--- config.mk ---
export PLATFORM = sky130hd
export DESIGN_NAME = dsl_port
export DESIGN_NICKNAME = d
export VERILOG_FILES = /design/src/hw/dsl_port.v
export VERILOG_INCLUDE_DIRS = /design/src /design/src/pkg
export SDC_FILE = /design/constraint.sdc
export NUM_CORES = 2
export LEC_CHECK = 0
export BUFFER_PORTS_ARGS = -buffer_cell sky130_fd_sc_hd__buf_2
export CAP_MARGIN = 40
export CORE_ASPECT_RATIO = 0.7
export CORE_MARGIN = 4
export CORE_UTILIZATION = 40
export CTS_BUF_LIST = sky130_fd_sc_hd__clkbuf_8
export CTS_CLUSTER_SIZE = 12
export DETAILED_ROUTE_END_ITERATION = 12
export HOLD_SLACK_MARGIN = 0.05
export SYNTH_ARGS = -nofsm -noshare
export SYNTH_HDL_FRONTEND = slang
export SYNTH_SLANG_ARGS = --single-unit
export TNS_END_PERCENT = 50
--- constraint.sdc ---
create_clock -name mclk -period 10 [get_ports mclk]
set_input_delay 0.5 -clock mclk [delete_from_list [all_inputs] [get_ports mclk]]
set_output_delay 0.5 -clock mclk [all_outputs]
set_load 0.005 [all_outputs]
--- src/pkg/dsl_consts.vh ---
// dsl_consts.vh: constants of the serial load port of the dac channel block.
// assumes it is included once per design file by its bare name.
// Notes on behaviour
// - the serial data input is sampled on each rising serial clock edge while chip_select_load is low.
// - a frame holds 24 or 32 bits and both lengths are accepted.
// - the serial data output changes on falling serial clock edges.
// - the serial data output is released whenever chip_select_load is high.
// - while chip_select_load is low, input bits shift into the input shift register.
// - on the rising edge of chip_select_load shifting stops and the frame's command is carried out.
// - with chip_select_load high, a falling async_load_strobe copies all input registers to the dac registers.
// - with async_load_strobe low, each chip_select_load rising edge that queues a frame also copies all registers, after the command.
// - the open-drain fault output pulls low on a transaction error and releases at the next chip_select_load rise.
// - a low async_clear_input returns all channels to zero code, span 0 V to 5 V, and control to defaults.
`ifndef DSL_CONSTS_VH
`define DSL_CONSTS_VH
`define DSL_LEN_SHORT 6'd24
`define DSL_LEN_LONG 6'd32
`define DSL_CMD_WR_IN 4'h0
`define DSL_CMD_WR_IN_UPD 4'h1
`define DSL_CMD_UPD_ONE 4'h2
`define DSL_CMD_UPD_ALL 4'h3
`define DSL_CMD_WR_SPAN 4'h4
`define DSL_CMD_RD_IN 4'h5
`define DSL_CMD_NOP 4'hF
`define DSL_SPAN_RST 4'h0
`define DSL_CODE_RST 16'h0000
`define DSL_FIFO_DEPTH 32
`endif

--- src/hw/dsl_port.v ---
// dsl_port.v: serial command port and dac load control, with its frame fifo.
// assumes serial pins come from outside and are synchronised to mclk here;
// the serial clock must be at most about a quarter of mclk.
// every pin is oversampled, so the port needs no clock of its own; the cost
// is a few mclk of lag between a pin edge and the logic that reacts to it.
// the host must keep chip_select_load high for some mclk between frames so
// that the rise is seen before the next fall.
`include "dsl_consts.vh"

module dsl_fifo #(
  parameter WIDTH = 32,
  parameter DEPTH = 32,
  parameter AW = 5
) (
  input wire mclk, // core clock
  input wire rstn, // async reset, low
  input wire [WIDTH-1:0] in_data, // write data
  input wire in_valid, // write request
  output wire in_ready, // room available
  output wire [WIDTH-1:0] out_data, // head word
  output wire out_valid, // head valid
  input wire out_ready // consumer takes head
);
  reg [WIDTH-1:0] mem [0:DEPTH-1];
  reg [AW:0] wp_q;
  reg [AW:0] rp_q;
  wire full = (wp_q[AW] != rp_q[AW]) && (wp_q[AW-1:0] == rp_q[AW-1:0]);
  assign in_ready = !full;
  assign out_valid = (wp_q != rp_q);
  assign out_data = mem[rp_q[AW-1:0]];
  // pointers carry a wrap bit so full and empty are told apart;
  // this keeps all DEPTH entries usable, at the price of one extra bit
  // per pointer. DEPTH must be a power of two that matches AW.
  always @(posedge mclk or negedge rstn) begin
    if (!rstn) begin
      wp_q <= {(AW+1){1'b0}};
      rp_q <= {(AW+1){1'b0}};
    end else begin
      if (in_valid && !full) wp_q <= wp_q + 1'b1;
      if (out_valid && out_ready) rp_q <= rp_q + 1'b1;
    end
  end
  // storage has no reset, it is written before it is read
  always @(posedge mclk) begin
    if (in_valid && !full) mem[wp_q[AW-1:0]] <= in_data;
  end
endmodule // dsl_fifo

module dsl_port #(
  parameter CHANNELS = 8,
  parameter CODE_W = 16
) (
  input wire mclk, // core clock, 250 MHz
  input wire rstn, // async reset, low
  input wire chip_select_load, // frame select and load, low active
  input wire sck, // serial clock from host
  input wire sdi, // serial data in
  output reg sdo_o, // serial data out
  output reg sdo_oe_n, // sdo enable, low drives
  input wire async_load_strobe, // dac load strobe, low active
  input wire async_clear_input_n, // clear, low active
  output reg fault_oe_n, // open-drain fault, low pulls pin low
  output reg [CHANNELS*CODE_W-1:0] dac_codes, // dac register contents
  output reg [CHANNELS*4-1:0] dac_spans, // span per channel
  output reg frame_busy // fifo holds unexecuted frames
);
  // two-stage synchronisers on every pin; the host's pins are asynchronous
  // to mclk, so nothing reads the first stage but the second
  reg [1:0] cs_s_q;
  reg [1:0] sck_s_q;
  reg [1:0] sdi_s_q;
  reg [1:0] ld_s_q;
  reg [1:0] clr_s_q;
  // one more stage on the edge-detected pins; reset values match the idle
  // levels so no false edge follows reset
  reg cs_d_q;
  reg sck_d_q;
  reg ld_d_q;
  always @(posedge mclk or negedge rstn) begin
    if (!rstn) begin
      cs_s_q <= 2'h3;
      sck_s_q <= 2'h0;
      sdi_s_q <= 2'h0;
      ld_s_q <= 2'h3;
      clr_s_q <= 2'h3;
      cs_d_q <= 1'b1;
      sck_d_q <= 1'b0;
      ld_d_q <= 1'b1;
    end else begin
      cs_s_q <= {cs_s_q[0], chip_select_load};
      sck_s_q <= {sck_s_q[0], sck};
      sdi_s_q <= {sdi_s_q[0], sdi};
      ld_s_q <= {ld_s_q[0], async_load_strobe};
      clr_s_q <= {clr_s_q[0], async_clear_input_n};
      cs_d_q <= cs_s_q[1];
      sck_d_q <= sck_s_q[1];
      ld_d_q <= ld_s_q[1];
    end
  end
  wire cs = cs_s_q[1];
  wire ld = ld_s_q[1];
  wire clr_n = clr_s_q[1];
  wire sck_rise = sck_s_q[1] & ~sck_d_q;
  wire sck_fall = ~sck_s_q[1] & sck_d_q;
  wire cs_rise = cs & ~cs_d_q;
  wire ld_fall = ~ld & ld_d_q & cs;

  // input shift and bit count; sck ignored while cs is high
  // the count saturates so an overlong frame can never wrap back to a
  // legal length and slip through as a valid command
  reg [31:0] sh_q;
  reg [5:0] cnt_q;
  reg [31:0] rd_q;
  reg [CHANNELS*CODE_W-1:0] in_regs_q;
  always @(posedge mclk or negedge rstn) begin
    if (!rstn) begin
      sh_q <= 32'h00000000;
      cnt_q <= 6'h00;
    end else if (cs) begin
      if (cs_rise) cnt_q <= 6'h00;
    end else if (sck_rise) begin
      sh_q <= {sh_q[30:0], sdi_s_q[1]};
      if (cnt_q != 6'h3F) cnt_q <= cnt_q + 6'h01;
    end
  end

  // frame is closed: legal lengths only, else flag a fault
  // a 32-bit frame leaves its first byte in the upper bits, which are
  // dropped; only the trailing 24 bits are queued
  wire len_ok = (cnt_q == `DSL_LEN_SHORT) || (cnt_q == `DSL_LEN_LONG);
  wire [23:0] frame = sh_q[23:0]; // last 24 bits hold command and data
  wire f_ready;
  wire f_valid;
  wire [24:0] f_data;
  dsl_fifo #(.WIDTH(25), .DEPTH(`DSL_FIFO_DEPTH), .AW(5)) u_fifo (
    .mclk(mclk),
    .rstn(rstn),
    .in_data({~ld, frame}),
    .in_valid(cs_rise && len_ok),
    .in_ready(f_ready),
    .out_data(f_data),
    .out_valid(f_valid),
    .out_ready(1'b1)
  );

  // fault: set on bad length or overflow, released at next cs rise
  always @(posedge mclk or negedge rstn) begin
    if (!rstn) fault_oe_n <= 1'b1;
    else if (cs_rise) fault_oe_n <= len_ok && f_ready;
  end

  // command execution; clear has priority over everything
  // one queued frame is taken per cycle; an asynchronous load that lands
  // in the same cycle still copies every channel, but a dac write by the command wins on its own channel
  wire [3:0] cmd = f_data[23:20];
  wire [3:0] adr = f_data[19:16];
  wire [15:0] val = f_data[15:0];
  integer i;
  always @(posedge mclk or negedge rstn) begin
    if (!rstn) begin
      in_regs_q <= {CHANNELS{`DSL_CODE_RST}};
      dac_codes <= {CHANNELS{`DSL_CODE_RST}};
      dac_spans <= {CHANNELS{`DSL_SPAN_RST}};
      rd_q <= 32'h00000000;
      frame_busy <= 1'b0;
    end else if (!clr_n) begin
      in_regs_q <= {CHANNELS{`DSL_CODE_RST}};
      dac_codes <= {CHANNELS{`DSL_CODE_RST}};
      dac_spans <= {CHANNELS{`DSL_SPAN_RST}};
      frame_busy <= 1'b0;
    end else begin
      frame_busy <= f_valid;
      if (ld_fall) dac_codes <= in_regs_q;
      if (f_valid) begin
        for (i = 0; i < CHANNELS; i = i + 1) begin
          if (adr == i[3:0]) begin
            case (cmd)
              `DSL_CMD_WR_IN: in_regs_q[i*CODE_W +: CODE_W] <= val;
              `DSL_CMD_WR_IN_UPD: begin
                in_regs_q[i*CODE_W +: CODE_W] <= val;
                dac_codes[i*CODE_W +: CODE_W] <= val;
              end
              `DSL_CMD_UPD_ONE:
                dac_codes[i*CODE_W +: CODE_W] <= in_regs_q[i*CODE_W +: CODE_W];
              `DSL_CMD_WR_SPAN: dac_spans[i*4 +: 4] <= val[3:0];
              `DSL_CMD_RD_IN:
                rd_q <= {16'h0000, in_regs_q[i*CODE_W +: CODE_W]};
              default: ;
            endcase
          end
        end
        // load-all after the command: strobe held low or update-all command
        if (f_data[24] || cmd == `DSL_CMD_UPD_ALL) begin
          dac_codes <= in_regs_q;
          // channels beyond the last one must not alias onto a real one
          if (!adr[3] && (cmd == `DSL_CMD_WR_IN_UPD ||
              cmd == `DSL_CMD_WR_IN))
            dac_codes[adr[2:0]*CODE_W +: CODE_W] <= val;
        end
      end
    end
  end

  // readback shifts out msb first on falling edges; released while cs high
  // the first bit is presented before the first clock so the host can take
  // it on the first rising edge of the frame
  reg [31:0] out_sh_q;
  always @(posedge mclk or negedge rstn) begin
    if (!rstn) begin
      out_sh_q <= 32'h00000000;
      sdo_o <= 1'b0;
      sdo_oe_n <= 1'b1;
    end else if (cs) begin
      sdo_oe_n <= 1'b1;
      out_sh_q <= rd_q;
      sdo_o <= rd_q[31];
    end else begin
      sdo_oe_n <= 1'b0;
      if (sck_fall) begin
        sdo_o <= out_sh_q[30];
        out_sh_q <= {out_sh_q[30:0], 1'b0};
      end
    end
  end
endmodule // dsl_port

==> impl_results.md <==
* Nets at ~3800
* Register area at 34300 um2
* Final core utilization at 46.7%
* Post-synth cell types at 84
* Kind of cell adding the most delay to the critical path: simple AND/OR/NAND/NOR gates
* Normalized max-slew margin at 33.4%
* Clk buf depth at 3
* Largest fanout on the critical path at 42
* Post-Place Worst Slack at roughly 3.6 ns
* Slowest CP cell: dfrtp_4
* Worst EP required at between 10 and 15 ns
* Antenna-violating nets left at 0
* Clk root buf: clkbuf_8
* DP HPWL at 114000 um
* Slowest Stage Delay on Critical Path at 0.96 ns
* Final Skew at 0.0657 ns
* First-pass GRT wire length at 255000 um
* Hold_ws at 0.164 ns
* Gr ovfl total at 0
* Async S/R FF share, synth at 33.8%
* Cell count after placement at 5322
* Share of cells above drive strength 1 at 28.6%
* DR pass1 iterations at 6
* RSZ-0062 raised after global routing: no
* # IOs at 171
* Die width at between 400 and 500 um
* Largest net degree at the start of global routing at 121
* H-tree levels at 4
* Vias in the first global route at roughly 34000
* Final Cell Area at 61600 um2
* DRC errors left at 0
* Tcrit/Tclk final at 64.4%
* Filler instances at around 11000
* Worst Tran Pin Value at 0.996 ns
* Peak VDD IR at 108 uV
* Routability cong. at 0.950
* Synthesized area per cell at 15.5 um2
* Gr usage total at 25.4%
* Chip height at about 310 um
* CTS tree: built
* PortBufs at 170
* WL final at 180000 um
* Clock Pin Slew Worst Setup and Hold Paths at 0.07 ns
* # clock sinks at 1209
* Synthesized area at 53400 um2
* Cells along the critical path: buf_4 -> mux4_2 -> mux2_2 -> nand3_1 -> nand4_1 -> inv_1 -> ha_1 -> ha_1 -> or4b_1 -> nand4bb_2 -> buf_16 -> mux2i_1 -> a2111oi_0
* Non-Filler Instances at 5665
* Share of the synthesized area in the top cell type at about 45%
* Worst-Skew Late Latency at around 0.9 ns
* Fmax at 0.155 GHz
* Max Cap Viol at 0
* Buffers & Inverters on Critical Path at 3
* Yosys warns at 0
* Die area at 140000 um2
* Most used cell along the critical path: ha_1
* Mapped Nets at 3467
* Synthesized flop and latch total at approximately 1200
* CP Class: reg2reg
* Via/cell ratio at 6.19
* Placement-stage cell area at between 50000 and 60000 um2
* WP data arrival at 7.15 ns
* PD cells at about 170 nW/um2
* Worst hold path type: in2async
* Setup TNS after final layout at 0 ns
* Synth Flop Type: edfxtp_1
* Worst Slack Setup Final at 3.56 ns
* Antenna violations before repair at 6
* Overall power at 10.4 mW
* Period minus WS final at about 6.4 ns
* Sequential element share of the synthesized area at 64.1%
* Post_cts resized at 0
* Max-slew violation count at 0
* Initial DRC count at 4879
* Core Rows at 111
* Number of flops mapped to enable cells by yosys at 800
* Synth-to-layout area growth at 15.2%
* Largest cells by area after synthesis: edfxtp_1, dfrtp_1, mux4_2
* Crit end category: flop
* Via count at 35100
* Leading area contributor after synthesis: edfxtp_1
* TritonCTS Buffers at 181
* Final-report hold violation count at 0
* Syn Inst Count at 3448
* Core ar. at between 100000 and 150000 um2
* Startpoint type of the worst setup path: flop
* Leakage power at 22.7 nW
* Multi-input gate area at 18300 um2
* Count of final setup violators at 0
* Outcome: complete, no violations
* WL per Instance at 31.7 um
* Starting Density at 40.6%
## power breakdown
part,internal (mW),switching [mW]
registers,5.55,0.208
logic,0.241,0.313
clock network,2.13,2.01
total,7.92,2.53
## cell usage after synthesis (all sizes together), types with 11 or more instances
master and number:
a22oi 33, clkbuf 154, nor2 158, mux2i 345
nor2b 30, a21oi 59, and3 17, nand2 167
a221oi 108, a211oi 57, nand3 28, o21ai 76
a2111oi 28, o31ai 107, a21o 17, ha 12
dfrtp 400, and2 99, edfxtp 800, mux4 191
o221ai 19, nor4 13, a21bo 11, o21a 17
xnor2 13, nor3 23, a22o 12, buf 78
mux2 197, a211o 13, inv 35, o22ai 29
## final cells by class
cell class | instances | area share (%)
clock inverter | 116 | 1.19
multi-input combinational | 1971 | 29.7
clock buffer | 214 | 4.78
antenna | 4 | 0.0163
tap | 1751 | 3.56
timing repair buffer | 364 | 4.83
sequential | 1209 | 55.7
inverter | 36 | 0.219
## timing repair
action                                  CTS  global route
hold endpoints to repair                 74             0
hold buffers                              6             0
endpoints found under the setup margin    0             0
buffers inserted                          0             0
## flip-flops by register name, summed over array words and instances (netlist names)
register and cells:
dac_spans 32, frame_busy 1, sck_s_q 2, u_fifo.wp_q 6
ld_d_q 1, sdi_s_q 2, cs_s_q 2, cnt_q 6
u_fifo.rp_q 6, in_regs_q 128, fault_oe_n 1, cs_d_q 1
out_sh_q 31, sdo_o 1, dac_codes 128, u_fifo.mem 800
rd_q 32, sh_q 24, clr_s_q 2, ld_s_q 2
sck_d_q 1
## cells by family after synthesis
logic type | count (synthesis) | synth area share [%]
adder cells (fa/ha/maj) | 12 | 0.281
AND/OR/NAND/NOR | 571 | 5.40
multiplexers | 733 | 18.7
buffers and inverters | 268 | 2.33
flip-flops | 1209 | 64.1
XOR/XNOR | 19 | 0.311
AO/OA/AOI/OAI | 636 | 8.89
## worst paths after layout
kind | cells past startpoint | start | slack (ns) | end
min | 2 | rstn | 0.16 | dac_codes[126]
min in group mclk | 2 | sdi | 0.29 | sdi_s_q[0]
max reg2reg | 13 | u_fifo.rp_q[0] | 3.56 | dac_codes[14]
min reg2reg | 0 | sck_s_q[0] | 0.35 | sck_s_q[1]
max in group asynchronous | 4 | rstn | 7.97 | in_regs_q[20]
max | 13 | u_fifo.rp_q[0] | 3.56 | dac_codes[14]
## routing by layer
metal	up-vias	part of all wire, %	wire length, um	track usage, %
li1	14300	-	-	-
met1	18300	45	80900	39.1
met2	2102	39	69200	31.8
met3	288	13	24000	10.5
met4	8	2.9	5190	8.05
met5	-	0.15	265	0
## placed cells by master, fill, tap and decap left out, types with 28 or more instances in the layout
cell type,count
nor2_4,33
nor2b_1,30
a22oi_1,33
clkbuf_8,214
and2_1,90
buf_2,171
buf_4,136
mux4_2,191
a211oi_1,54
a221oi_1,107
inv_1,94
nor2_1,119
a21oi_1,59
mux2i_1,338
edfxtp_1,800
nand2_1,160
mux2_2,197
o22ai_1,28
o21ai_0,74
o31ai_1,106
dfrtp_1,396
No activity file was read; power rests on OpenSTA's default activity.
